$ cat src/hdl/adc_seq_pkg.sv
// constants, register map and state carrier of the converter sequencer
// assumes one 20 MHz bus clock and a plain strobe register port
// Contract
// - no trigger: one sequence, or scan repeats
// - edge trigger: one sequence per active edge
// - level trigger: convert while trigger active
// - trigger comes from channel 7 pin
// - edge during conversion sets overrun flag
// - trigger starts conversion within one cycle; code: sampling starts three cycles after the pin
// - trigger enabled: software start ignored
// - level mode never raises overrun
// - level still active at end restarts
// - pins feed mux; buffer enable gates port
// - stop, wait-stop or power-down enter low power
// - power-up bit resets to zero
// - low power aborts running sequence
// - recovery period after power-up before converting
// - sequence-complete interrupt, enabled and cpu-masked
// - 8 or 10 bit binary search
// - exactly one channel to sample stage
// - two sample stages: buffer then direct
// - sample and convert clocks gated idle
// - done flag x set at conversion x
// - port reads pin or 1; resets 1
package adc_seq_pkg;
  localparam int ADDR_W = 4;
  localparam int DATA_W = 16;
  localparam int CHANNELS = 8;
  localparam int CODE_W = 10;

  localparam logic [3:0] ADDR_CTRL_TWO = 4'h0;
  localparam logic [3:0] ADDR_CTRL_THREE = 4'h1;
  localparam logic [3:0] ADDR_SEQ_START = 4'h2;
  localparam logic [3:0] ADDR_STATUS = 4'h3;
  localparam logic [3:0] ADDR_DONE_FLAGS = 4'h4;
  localparam logic [3:0] ADDR_DIG_ENABLE = 4'h5;
  localparam logic [3:0] ADDR_DIG_PORT = 4'h6;
  localparam logic [3:0] ADDR_RESULT_BASE = 4'h8;

  // field positions
  localparam int CT2_POWER_UP = 0;
  localparam int CT2_WAIT_STOP = 1;
  localparam int CT2_IRQ_EN = 2;
  localparam int CT3_RES10 = 3;
  localparam int CT3_TRIG_EN = 4;
  localparam int CT3_TRIG_LEVEL = 5;
  localparam int CT3_TRIG_POL = 6;
  localparam int SS_MULTI = 3;
  localparam int SS_SCAN = 4;
  localparam int ST_SEQ_DONE = 0;
  localparam int ST_OVERRUN = 1;
  localparam int TRIG_CHANNEL = 7;

  // timing
  localparam int CLOCK_PERIOD_NS = 50;
  localparam int RECOVERY_TIME_NS = 20000;
  localparam int RECOVERY_CYCLES = (RECOVERY_TIME_NS + CLOCK_PERIOD_NS - 1) / CLOCK_PERIOD_NS;
  localparam logic [3:0] SAMPLE1_CYCLES = 4'h2;
  localparam logic [3:0] SAMPLE2_CYCLES = 4'h4;
  localparam logic [3:0] COMPARE_CYCLES = 4'h3;
  localparam logic [3:0] MSB_BIT = 4'h9;
  localparam logic [3:0] LSB_BIT_10 = 4'h0;
  localparam logic [3:0] LSB_BIT_8 = 4'h2;

  typedef enum logic [2:0] {
    ST_IDLE = 3'b000,
    ST_SAMPLE1 = 3'b001,
    ST_SAMPLE2 = 3'b010,
    ST_CONVERT = 3'b011,
    ST_STORE = 3'b100
  } seq_state_t;

  typedef struct packed {
    seq_state_t st;
    logic [2:0] chan;
    logic [2:0] pos;
    logic [3:0] bitn;
    logic [9:0] code;
    logic [3:0] wait_cnt;
    logic [15:0] recov;
    logic power_up;
    logic wait_stop;
    logic irq_en;
    logic [2:0] seq_len_m1;
    logic res10;
    logic trig_en;
    logic trig_level;
    logic trig_pol;
    logic [2:0] start_chan;
    logic multi;
    logic scan;
    logic seq_done;
    logic overrun;
    logic [7:0] done_flags;
    logic [7:0] dien;
    logic [7:0] pin_s1;
    logic [7:0] pin_s2;
    logic comp_s1;
    logic comp_s2;
    logic trig_prev;
    logic [7:0][9:0] result;
    logic [15:0] rdata;
    logic irq;
    logic sclk_en;
    logic cclk_en;
    logic amp;
    logic direct;
    logic pwr;
    logic [2:0] mux_sel;
    logic [9:0] dac;
  } seq_regs_t;
endpackage : adc_seq_pkg

$ cat src/hdl/adc_sequencer_trigger_control.sv
// digital control of an 8-channel multiplexed successive-approximation converter
// assumes analog front end answers on comparator_i; pins and comparator are asynchronous
`timescale 1ns/1ps
module adc_sequencer_trigger_control #(
  parameter int RECOVERY = adc_seq_pkg::RECOVERY_CYCLES
) (
  // clock and reset
  input wire logic clock_i,
  input wire logic rst_i,
  // register port
  input wire logic [adc_seq_pkg::ADDR_W-1:0] addr_i,
  input wire logic [adc_seq_pkg::DATA_W-1:0] wdata_i,
  input wire logic wr_i,
  input wire logic rd_i,
  output logic [adc_seq_pkg::DATA_W-1:0] rdata_o,
  // system
  input wire logic stop_mode_i,
  input wire logic wait_mode_i,
  input wire logic cpu_irq_mask_i,
  output logic seq_complete_irq_o,
  // pins and analog front end
  input wire logic [adc_seq_pkg::CHANNELS-1:0] pin_level_i,
  input wire logic comparator_i,
  output logic analog_power_o,
  output logic sample_clk_en_o,
  output logic convert_clk_en_o,
  output logic sample_amp_o,
  output logic sample_direct_o,
  output logic [2:0] mux_sel_o,
  output logic [adc_seq_pkg::CODE_W-1:0] dac_code_o
);

  adc_seq_pkg::seq_regs_t r;
  adc_seq_pkg::seq_regs_t n;

  function automatic logic [15:0] recov_load();
    recov_load = 16'(RECOVERY);
  endfunction : recov_load

  // state groups shared by outputs and trigger checks
  function automatic logic is_sampling(input adc_seq_pkg::seq_state_t s);
    is_sampling = (s == adc_seq_pkg::ST_SAMPLE1) || (s == adc_seq_pkg::ST_SAMPLE2);
  endfunction : is_sampling

  function automatic logic is_busy(input adc_seq_pkg::seq_state_t s);
    is_busy = (s != adc_seq_pkg::ST_IDLE);
  endfunction : is_busy

  // active level of the trigger pin after polarity
  function automatic logic active_level(input logic lvl, input logic pol);
    active_level = pol ? lvl : ~lvl;
  endfunction : active_level

  // last bit of the binary search for the chosen width
  function automatic logic [3:0] last_bit(input logic res10);
    last_bit = res10 ? adc_seq_pkg::LSB_BIT_10 : adc_seq_pkg::LSB_BIT_8;
  endfunction : last_bit

  // right justified result word
  function automatic logic [9:0] justify(input logic res10, input logic [9:0] code);
    justify = res10 ? code : {2'b00, code[9:2]};
  endfunction : justify

  // channel of the next conversion in a sequence
  function automatic logic [2:0] next_channel(input logic multi, input logic [2:0] chan);
    next_channel = multi ? chan + 3'h1 : chan;
  endfunction : next_channel

  logic trig_act;
  logic trig_edge;
  logic low_power;
  logic ready;
  logic sw_start;
  logic trg_start;
  logic start;
  logic wr_hit_start;
  logic [3:0] stop_bit;
  logic [9:0] res_val;

  // per-pin digital path: buffer on reads the pin, off reads one
  logic [adc_seq_pkg::CHANNELS-1:0] port_bits;

  for (genvar g = 0; g < adc_seq_pkg::CHANNELS; g++) begin : g_port
    assign port_bits[g] = r.dien[g] ? r.pin_s2[g] : 1'b1;
  end

  always_comb begin
    n = r;
    trig_act = 1'b0;
    trig_edge = 1'b0;
    low_power = 1'b0;
    ready = 1'b0;
    sw_start = 1'b0;
    trg_start = 1'b0;
    start = 1'b0;
    wr_hit_start = 1'b0;
    stop_bit = adc_seq_pkg::LSB_BIT_8;
    res_val = 10'h000;

    // synchronisers
    // pins and comparator are asynchronous: two flops each
    n.pin_s1 = pin_level_i;
    n.pin_s2 = r.pin_s1;
    n.comp_s1 = comparator_i;
    n.comp_s2 = r.comp_s1;

    // trigger detection on the synchronised channel 7 pin
    // prev holds the polarised level, so a polarity write can look like an edge
    trig_act = active_level(r.pin_s2[adc_seq_pkg::TRIG_CHANNEL], r.trig_pol);
    n.trig_prev = trig_act;
    trig_edge = trig_act & ~r.trig_prev;

    low_power = stop_mode_i | (wait_mode_i & r.wait_stop) | ~r.power_up;
    // recovery reloads every low-power cycle and counts down after wake
    // nothing converts or triggers until it reaches zero
    if (low_power) begin
      n.recov = recov_load();
    end else if (r.recov != 16'h0000) begin
      n.recov = r.recov - 16'h0001;
    end
    ready = ~low_power & (r.recov == 16'h0000);

    // register writes
    // registers stay writable in every low-power state
    if (wr_i) begin
      unique case (addr_i)
        adc_seq_pkg::ADDR_CTRL_TWO: begin
          n.power_up = wdata_i[adc_seq_pkg::CT2_POWER_UP];
          n.wait_stop = wdata_i[adc_seq_pkg::CT2_WAIT_STOP];
          n.irq_en = wdata_i[adc_seq_pkg::CT2_IRQ_EN];
        end
        adc_seq_pkg::ADDR_CTRL_THREE: begin
          n.seq_len_m1 = wdata_i[2:0];
          n.res10 = wdata_i[adc_seq_pkg::CT3_RES10];
          n.trig_en = wdata_i[adc_seq_pkg::CT3_TRIG_EN];
          n.trig_level = wdata_i[adc_seq_pkg::CT3_TRIG_LEVEL];
          n.trig_pol = wdata_i[adc_seq_pkg::CT3_TRIG_POL];
        end
        adc_seq_pkg::ADDR_SEQ_START: begin
          n.start_chan = wdata_i[2:0];
          n.multi = wdata_i[adc_seq_pkg::SS_MULTI];
          n.scan = wdata_i[adc_seq_pkg::SS_SCAN];
          wr_hit_start = 1'b1;
        end
        adc_seq_pkg::ADDR_STATUS: begin
          // write one to clear
          if (wdata_i[adc_seq_pkg::ST_SEQ_DONE]) begin
            n.seq_done = 1'b0;
          end
          if (wdata_i[adc_seq_pkg::ST_OVERRUN]) begin
            n.overrun = 1'b0;
          end
        end
        adc_seq_pkg::ADDR_DIG_ENABLE: begin
          n.dien = wdata_i[7:0];
        end
        default: begin
        end
      endcase
    end

    // reading a result clears its done flag
    // a store in the same cycle wins: the set comes later below
    if (rd_i && addr_i[3]) begin
      n.done_flags[addr_i[2:0]] = 1'b0;
    end

    // software start refused while triggered, powering or recovering
    sw_start = wr_hit_start & ~r.trig_en & ready;
    // level mode restarts from idle while the level stays active
    if (r.trig_en && ready && r.st == adc_seq_pkg::ST_IDLE) begin
      trg_start = r.trig_level ? trig_act : trig_edge;
    end
    start = sw_start | trg_start;

    // further active edges while busy in edge mode
    // level mode never counts re-assertion as overrun
    if (r.trig_en && !r.trig_level && ready && trig_edge && is_busy(r.st)) begin
      n.overrun = 1'b1;
    end

    stop_bit = last_bit(r.res10);
    res_val = justify(r.res10, r.code);

    unique case (r.st)
      adc_seq_pkg::ST_IDLE: begin
      end
      adc_seq_pkg::ST_SAMPLE1: begin
        // buffer amplifier charges the storage node
        if (r.wait_cnt == 4'h0) begin
          n.st = adc_seq_pkg::ST_SAMPLE2;
          n.wait_cnt = adc_seq_pkg::SAMPLE2_CYCLES - 4'h1;
        end else begin
          n.wait_cnt = r.wait_cnt - 4'h1;
        end
      end
      adc_seq_pkg::ST_SAMPLE2: begin
        // input tied directly to the node
        if (r.wait_cnt == 4'h0) begin
          n.st = adc_seq_pkg::ST_CONVERT;
          n.bitn = adc_seq_pkg::MSB_BIT;
          n.code = 10'h200;
          n.wait_cnt = adc_seq_pkg::COMPARE_CYCLES - 4'h1;
        end else begin
          n.wait_cnt = r.wait_cnt - 4'h1;
        end
      end
      adc_seq_pkg::ST_CONVERT: begin
        if (r.wait_cnt == 4'h0) begin
          // comparator seen through two flops; three cycles per bit cover it
          // comparator high: sample at or above trial level, keep bit
          if (!r.comp_s2) begin
            n.code[r.bitn] = 1'b0;
          end
          if (r.bitn == stop_bit) begin
            n.st = adc_seq_pkg::ST_STORE;
          end else begin
            n.bitn = r.bitn - 4'h1;
            n.code[r.bitn - 4'h1] = 1'b1;
            n.wait_cnt = adc_seq_pkg::COMPARE_CYCLES - 4'h1;
          end
        end else begin
          n.wait_cnt = r.wait_cnt - 4'h1;
        end
      end
      adc_seq_pkg::ST_STORE: begin
        // result slot follows sequence position, not channel
        n.result[r.pos] = res_val;
        n.done_flags[r.pos] = 1'b1;
        if (r.pos == r.seq_len_m1) begin
          n.seq_done = 1'b1;
          // scan only without trigger; a trigger ends each sequence in idle
          if (r.scan && !r.trig_en) begin
            n.st = adc_seq_pkg::ST_SAMPLE1;
            n.pos = 3'h0;
            n.chan = r.start_chan;
            n.wait_cnt = adc_seq_pkg::SAMPLE1_CYCLES - 4'h1;
          end else begin
            n.st = adc_seq_pkg::ST_IDLE;
          end
        end else begin
          n.st = adc_seq_pkg::ST_SAMPLE1;
          n.pos = r.pos + 3'h1;
          n.chan = next_channel(r.multi, r.chan);
          n.wait_cnt = adc_seq_pkg::SAMPLE1_CYCLES - 4'h1;
        end
      end
      default: begin
        n.st = adc_seq_pkg::ST_IDLE;
      end
    endcase

    // a start restarts any running sequence
    // done flags cleared; overrun cleared by a software start, not by a trigger start
    if (start) begin
      n.st = adc_seq_pkg::ST_SAMPLE1;
      n.chan = n.start_chan;
      n.pos = 3'h0;
      n.done_flags = 8'h00;
      n.wait_cnt = adc_seq_pkg::SAMPLE1_CYCLES - 4'h1;
      if (sw_start) begin
        n.overrun = 1'b0;
      end
    end

    // low power overrides any start in the same cycle
    if (low_power) begin
      n.st = adc_seq_pkg::ST_IDLE;
    end

    // read data, one cycle after the strobe
    // stands one cycle, zero otherwise
    n.rdata = 16'h0000;
    if (rd_i) begin
      if (addr_i[3]) begin
        n.rdata = {6'h00, r.result[addr_i[2:0]]};
      end else begin
        unique case (addr_i)
          adc_seq_pkg::ADDR_CTRL_TWO: begin
            n.rdata = {13'h0000, r.irq_en, r.wait_stop, r.power_up};
          end
          adc_seq_pkg::ADDR_CTRL_THREE: begin
            n.rdata = {9'h000, r.trig_pol, r.trig_level, r.trig_en, r.res10, r.seq_len_m1};
          end
          adc_seq_pkg::ADDR_SEQ_START: begin
            n.rdata = {11'h000, r.scan, r.multi, r.start_chan};
          end
          adc_seq_pkg::ADDR_STATUS: begin
            n.rdata = {14'h0000, r.overrun, r.seq_done};
          end
          adc_seq_pkg::ADDR_DONE_FLAGS: begin
            n.rdata = {8'h00, r.done_flags};
          end
          adc_seq_pkg::ADDR_DIG_ENABLE: begin
            n.rdata = {8'h00, r.dien};
          end
          adc_seq_pkg::ADDR_DIG_PORT: begin
            n.rdata = {8'h00, port_bits};
          end
          default: begin
            n.rdata = 16'h0000;
          end
        endcase
      end
    end

    // registered outputs follow the next state
    // so every port comes from a flop with no extra lag
    // interrupt follows the mask level one cycle later
    n.irq = n.seq_done & n.irq_en & ~cpu_irq_mask_i;
    n.sclk_en = is_sampling(n.st);
    n.cclk_en = (n.st == adc_seq_pkg::ST_CONVERT);
    n.amp = (n.st == adc_seq_pkg::ST_SAMPLE1);
    n.direct = (n.st == adc_seq_pkg::ST_SAMPLE2);
    n.pwr = ~low_power;
    n.mux_sel = n.chan;
    n.dac = (n.st == adc_seq_pkg::ST_CONVERT) ? n.code : 10'h000;
  end

  always_ff @(posedge clock_i) begin
    if (rst_i) begin
      // state, power and recovery come up cleared: powered down
      // pin sync flops reset high so the port reads ones
      r <= '0;
      r.power_up <= 1'b0;
      r.pin_s1 <= 8'hff;
      r.pin_s2 <= 8'hff;
      r.rdata <= 16'h0000;
      r.recov <= 16'h0000;
    end else begin
      r <= n;
    end
  end

  // ports straight from flops
  assign rdata_o = r.rdata;
  assign seq_complete_irq_o = r.irq;
  assign analog_power_o = r.pwr;
  assign sample_clk_en_o = r.sclk_en;
  assign convert_clk_en_o = r.cclk_en;
  assign sample_amp_o = r.amp;
  assign sample_direct_o = r.direct;
  assign mux_sel_o = r.mux_sel;
  assign dac_code_o = r.dac;

endmodule : adc_sequencer_trigger_control

$ cat config.mk
export PLATFORM = sky130hd
export DESIGN_NAME = adc_sequencer_trigger_control
export DESIGN_NICKNAME = d
export VERILOG_FILES = /design/src/hdl/adc_seq_pkg.sv /design/src/hdl/adc_sequencer_trigger_control.sv
export SDC_FILE = /design/constraint.sdc
export NUM_CORES = 1
export LEC_CHECK = 0
export ABC_AREA = 1
export BUFFER_PORTS_ARGS = -buffer_cell sky130_fd_sc_hd__buf_2
export CAP_MARGIN = 15
export CORE_MARGIN = 4
export CORE_UTILIZATION = 62
export CTS_BUF_LIST = sky130_fd_sc_hd__clkbuf_8
export CTS_CLUSTER_DIAMETER = 100
export DETAILED_ROUTE_END_ITERATION = 10
export PLACE_DENSITY_LB_ADDON = 0.12
export SLEW_MARGIN = 0
export SYNTH_ARGS = -nofsm -noshare
export SYNTH_HDL_FRONTEND = slang
export SYNTH_SLANG_ARGS = --single-unit
$ cat constraint.sdc
create_clock -name clock_i -period 2.4 [get_ports clock_i]
set_input_delay 0.48 -clock clock_i [delete_from_list [all_inputs] [get_ports clock_i]]
set_output_delay 0.48 -clock clock_i [all_outputs]
set_load 0.01 [all_outputs]
* Word-level counts from Yosys, hierarchy flattened
Index checks and enable logic that the tools add are counted.
** Cells by class
- Reduce and logical (&&, ||, !) cells :: 41
- Multiplexer cells :: 72
- Bitwise gates (word level) :: 24
- $lt $le $gt $ge :: 8
- $add $sub $neg :: 5
- Equality and inequality tests :: 24
** Operators by type and width (number)
- bitwise mux 80 bit :: 1
- 2-to-1 mux 10 bit :: 7
- one-hot mux 8 bit (7 select lines) :: 1
- 2-to-1 mux 9 bit :: 4
- binary-select mux 10 bit (select 3 bit) :: 1
- demux 10 bit (select 3 bit) :: 1
- 2-to-1 mux 14 bit :: 2
- one-hot mux 14 bit (2 select lines) :: 1
- 2-to-1 mux 1 bit :: 26
- 2-to-1 mux 4 bit :: 5
- 2-to-1 mux 18 bit :: 1
- 2-to-1 mux 3 bit :: 6
- zero test 16 bit :: 1
- 2-to-1 mux 8 bit :: 2
- one-hot mux 4 bit (4 select lines) :: 1
- nonzero test 16 bit :: 1
- subtractor 16 x 1 -> 16 bit, second input constant :: 1
- 2-to-1 mux 15 bit :: 1
- one-hot mux 3 bit (5 select lines) :: 1
- 2-to-1 mux 7 bit :: 2
- == test 3 x 2 -> 1 bit, second input constant :: 4
- == test 4 x 3 -> 1 bit, second input constant :: 3
- logical AND 1 bit :: 12
- 2-to-1 mux 6 bit :: 2
- 43 further kinds :: 87
** Storage, ports and cells
- Output and inout bits :: 35
- Input port bits :: 36
- Word-level logic and storage cells :: 220
- Register bits :: 207

* Longest topological paths before layout
- Depth after elaboration :: 14
- Gate-level depth with buffers :: 14
- Mapped depth without buffers :: 13

* Worst setup path before layout
OpenSTA, ideal clock, no wires.
- Path type :: flip-flop to flip-flop
- From :: reg r[167] (netlist name)
- To :: reg r (netlist bit dac_code_o[3])
- Path slack :: 0.666 ns
- Buffers on the path :: 1
- Library setup time :: 0.121 ns
- Clock period less this slack :: 1.734 ns
- Data required time :: 2.279 ns
- Arrival time :: 1.613 ns
- Stages on the path, launching flop included :: 15
- Path through :: dfxtp_1 -> inv_1 -> ha_1 -> nand2_1 -> nor2_1 -> nand2_2 -> nor2_8 -> nand2_2 -> nor2_2 -> nor2_4 -> nand2_2 -> nor2_4 -> nand2_2 -> buf_6 -> nor2_2
** On the way
- Word-level cells in the longest chain between the ends :: 11
- Elaborated cells between the ends (all ways) :: 12
- Classes of those cells :: eq/ne: 1; mux: 3; bitwise: 4; reduce/logical: 4
** Ends and longest elaborated chain
- start: declaration :: line adc_sequencer_trigger_control.sv:33 : adc_seq_pkg::seq_regs_t r;
- start signal: assignment :: line adc_sequencer_trigger_control.sv:331 : r <= n;
- zero test 16 bit (*) :: line adc_sequencer_trigger_control.sv:121 : ready = ~low_power & (r.recov == 16'h0000);
- bitwise AND 1 bit (*) :: line adc_sequencer_trigger_control.sv:121
- logical AND 1 bit (2 in a row) :: line adc_sequencer_trigger_control.sv:171 : if (r.trig_en && ready && r.st == adc_seq_pkg::ST_IDLE) begin
- 2-to-1 mux 1 bit :: line adc_sequencer_trigger_control.sv:171
- OR 1 bit (*) :: line adc_sequencer_trigger_control.sv:174 : start = sw_start | trg_start;
- 2-to-1 mux 9 bit (*) :: line adc_sequencer_trigger_control.sv:255 : if (start) begin
- 2-to-1 mux 3 bit (*) :: line adc_sequencer_trigger_control.sv:267 : if (low_power) begin
- == test 3 x 2 -> 1 bit (*) :: line adc_sequencer_trigger_control.sv:317 : n.dac = (n.st == adc_seq_pkg::ST_CONVERT) ? n.code : 10'h000;
- inverter 1 bit (no source line) (*)
- OR reduction 2 bit (no source line) (*)
Mark *: on every way between the ends. The rest lies on a longest branch, timed or not.
A chain may end at the register's enable or synchronous reset.

* Worst setup path after layout
- From :: reg r[183] (netlist name)
- To :: reg r (netlist bit dac_code_o[6])
** On the way
- Word-level cells in the longest chain between the ends :: 8
- Elaborated cells between the ends (all ways) :: 13
- Classes of those cells :: eq/ne: 1; mux: 9; bitwise: 1; reduce/logical: 2
** Ends and longest elaborated chain
- zero test 4 bit (*) :: line adc_sequencer_trigger_control.sv:190, adc_sequencer_trigger_control.sv:199, adc_sequencer_trigger_control.sv:209
- 2-to-1 mux 3 bit, on equally long branches :: line adc_sequencer_trigger_control.sv:209, adc_sequencer_trigger_control.sv:190, adc_sequencer_trigger_control.sv:199
- one-hot mux 3 bit (5 select lines) :: line adc_sequencer_trigger_control.sv:185 : unique case (r.st)
- 2-to-1 mux 9 bit :: line adc_sequencer_trigger_control.sv:255
- 2-to-1 mux 3 bit :: line adc_sequencer_trigger_control.sv:267
- == test 3 x 2 -> 1 bit :: line adc_sequencer_trigger_control.sv:317
- inverter 1 bit (no source line)
- OR reduction 2 bit (no source line)
Mark *: on every way between the ends. The rest lies on a longest branch, timed or not. The select of a mux whose other input is x is not followed.

==> reports/qor.yml <==
final_cells: 1484
p_leak_uw: 0.00424
routabilityCongestion: 0.939
synthCells: 1224
fin_area_um2: 10300
dpl_cell_area_um2: 9540
ant_nets: 0
power_density_nw_per_um2: 676
syn_to_final_growth_pct: 11.0
slew_headroom: 0.490
finalCriticalPeriod_ps: 2090
syn_area_um2: 9250
wl_um: 23600
ir_drop_v: 0.000546
arrival_ps: 2540
cts_made_buffers: 35
hold_path.class: "in2reg"
clockBufferDepth: 3
synth_ff_type: "dfxtp_1"
preCtsSetupSlack_ps: 336
io_buffers: 56
fmax_mhz: 479
r2r.worst_path.cells: 12
first_global_vias: 7807
antenna_cells: 0
cp-start-kind: "flip-flop"
htree_levels: 2
cp-end-kind: "flip-flop"
rows: 44
coreArea_um2: 14600
async_flop_share: 0
die-area_um2: 16900
start_util: 0.634
drc: 0
grt_usage: 0.282
post-cts-setup-buffers: 0
dp.cells: 1423
grt_max_degree: 41
viasPerCell: 5.60
syn_area_per_cell_um2: 7.56
outcome: "finished, final reports clean"
grt_overflow: 0
clkSlewWorstSetupHoldPaths_ps: 70
cts_tree: "done"
die_y_um: 130
ios: 71
drt_iter0_drc: 766
path_depth: 12
synth_cell_types: 51
wl_per_cell_um: 15.9
synth_seq_cells: 201
cts_resized: 0
cap_viol_max_count: 0
cp_top_family: "simple AND/OR/NAND/NOR gates"
setup_ws_ps: 311
crit_chain: "inv_1, ha_1, nand3_2, inv_1, nand2_2, inv_2, a21oi_1, nand3_1, nand2_1, nand2_1, nand2_2, nor2_2"
antenna_found_initial: 0
chipWidth_um: 130
final_cell_mix: "dfxtp_1, nand2_1, inv_1, a21oi_1, o21ai_0"
clkSinkCount: 201
dr.pass1.iters: 5
synth_edf_count: 0
critPathBufInv: 3
yosys_warnings: 0
finalMaxSlewViolations: 0
cts_root_buf: "clkbuf_8"
worst_slew_pin_slew_ps: 760
r2r_setup_slack_ps: 310
cp.required_ps: 2850
num_vias: 8305
critical_path_peak_fanout: 11
worstSetupPathType: "reg2reg"
holdWs_ps: 116
skew_ps: 32.1
setup_viol: 0
drive_gt1_frac: 0.180
min_path_cells: 2
nNetsFinal: 1325
final_common_cell: "dfxtp_1"
seq_area_frac_synth: 0.435
rsz0062_at_grt: "no"
cts_hold_buf: 0
setup_tns_ps: 0
cp_slowest_cell: "dfxtp_1"
max_stage_delay_ps: 300
hpwlAfterDp_um: 16800
finalHoldViolCount: 0
period_share: 0.870
grt_pass1_wl_um: 38200
clk-insertion-delay-late_ps: 540
[per-stage QoR]
stage / util / total power [uW]
floorplan: - / 3670
global placement: 0.654 / 3770
detailed placement: 0.654 / 3770
CTS: 0.704 / 6990
global route: 0.704 / 7180
finish: 0.704 / 6940
[power breakdown]
part           leakage, uW  internal, uW  switching (uW)
combinational      0.00220          96.6             226
clock             0.000417          1860            1370
sequential         0.00163          3370            14.7
[final cells by class]
class | instances | area (um2)
Multi-Input combinational cell | 785 | 4180
Fill cell | 1252 | 4320
Inverter | 175 | 659
Sequential cell | 201 | 4020
Clock buffer | 44 | 606
Timing Repair Buffer | 78 | 445
Tap cell | 184 | 230
Clock inverter | 17 | 126
[Yosys cell counts (all sizes together) (2+ instances only)]
library cell | instances | area, um2
dfxtp | 201 | 4020
nand2 | 178 | 703
inv | 171 | 644
a21oi | 153 | 766
nor2 | 131 | 703
o21ai | 121 | 606
buf | 48 | 332
nand3 | 44 | 230
o22ai | 32 | 200
clkbuf | 20 | 75.1
or2 | 17 | 106
nor3 | 14 | 85.1
ha | 13 | 163
nand4 | 11 | 68.8
a211oi | 10 | 75.1
a22oi | 9 | 67.6
xor2 | 8 | 70.1
o31ai | 7 | 52.6
a31oi | 6 | 37.5
nor4 | 6 | 37.5
clkinv | 4 | 15.0
a32oi | 3 | 26.3
xnor2 | 3 | 33.8
nand3b | 2 | 27.5
o221ai | 2 | 17.5
[worst paths after layout]
| path | startpoint | end |
|---|---|---|
| setup / recovery | r[183] | dac_code_o[6] |
| hold / removal | cpu_irq_mask_i | seq_complete_irq_o |
| setup reg to reg | r[183] | dac_code_o[6] |
| hold reg to reg | n[124] | r[124] |
[metal layers]
layer	part of all wire	track usage	vias up
met1	0.45	0.391	3792
met5	0	0	-
met2	0.44	0.425	340
li1	-	-	4110
met3	0.082	0.0557	63
met4	0.035	0.130	0
[worst register-to-register path, delay by kind of cell (launching register included)]
kind                     cells  cell delay (ps)
buffers and inverters        3              470
adder cells (fa/ha/maj)      1              210
flip-flops                   1              300
AND/OR/NAND/NOR              7              980
AO/OA/AOI/OAI                1               60
[sequential cells by signal, summed over array words and instances (netlist names)]
| signal | cells |
|---|---|
| r | 163 |
| seq_complete_irq_o | 1 |
| sample_amp_o | 1 |
| convert_clk_en_o | 1 |
| mux_sel_o | 3 |
| analog_power_o | 1 |
| dac_code_o | 10 |
| n | 9 |
| sample_clk_en_o | 1 |
| sample_direct_o | 1 |
| rdata_o | 10 |
[cells by family (layout without fill, tap and decap cells)]
kind of cell / after synthesis / in the layout / synth area share
compound gates: 350 / 350 / 0.206
xor+xnor: 11 / 11 / 0.0112
simple gates: 405 / 405 / 0.214
flops: 201 / 201 / 0.435
fa+ha+maj: 13 / 13 / 0.0176
other cells: 1 / 6 / 0.000406
buf+inv: 243 / 314 / 0.115
No activity file was read; power rests on OpenSTA's default activity.
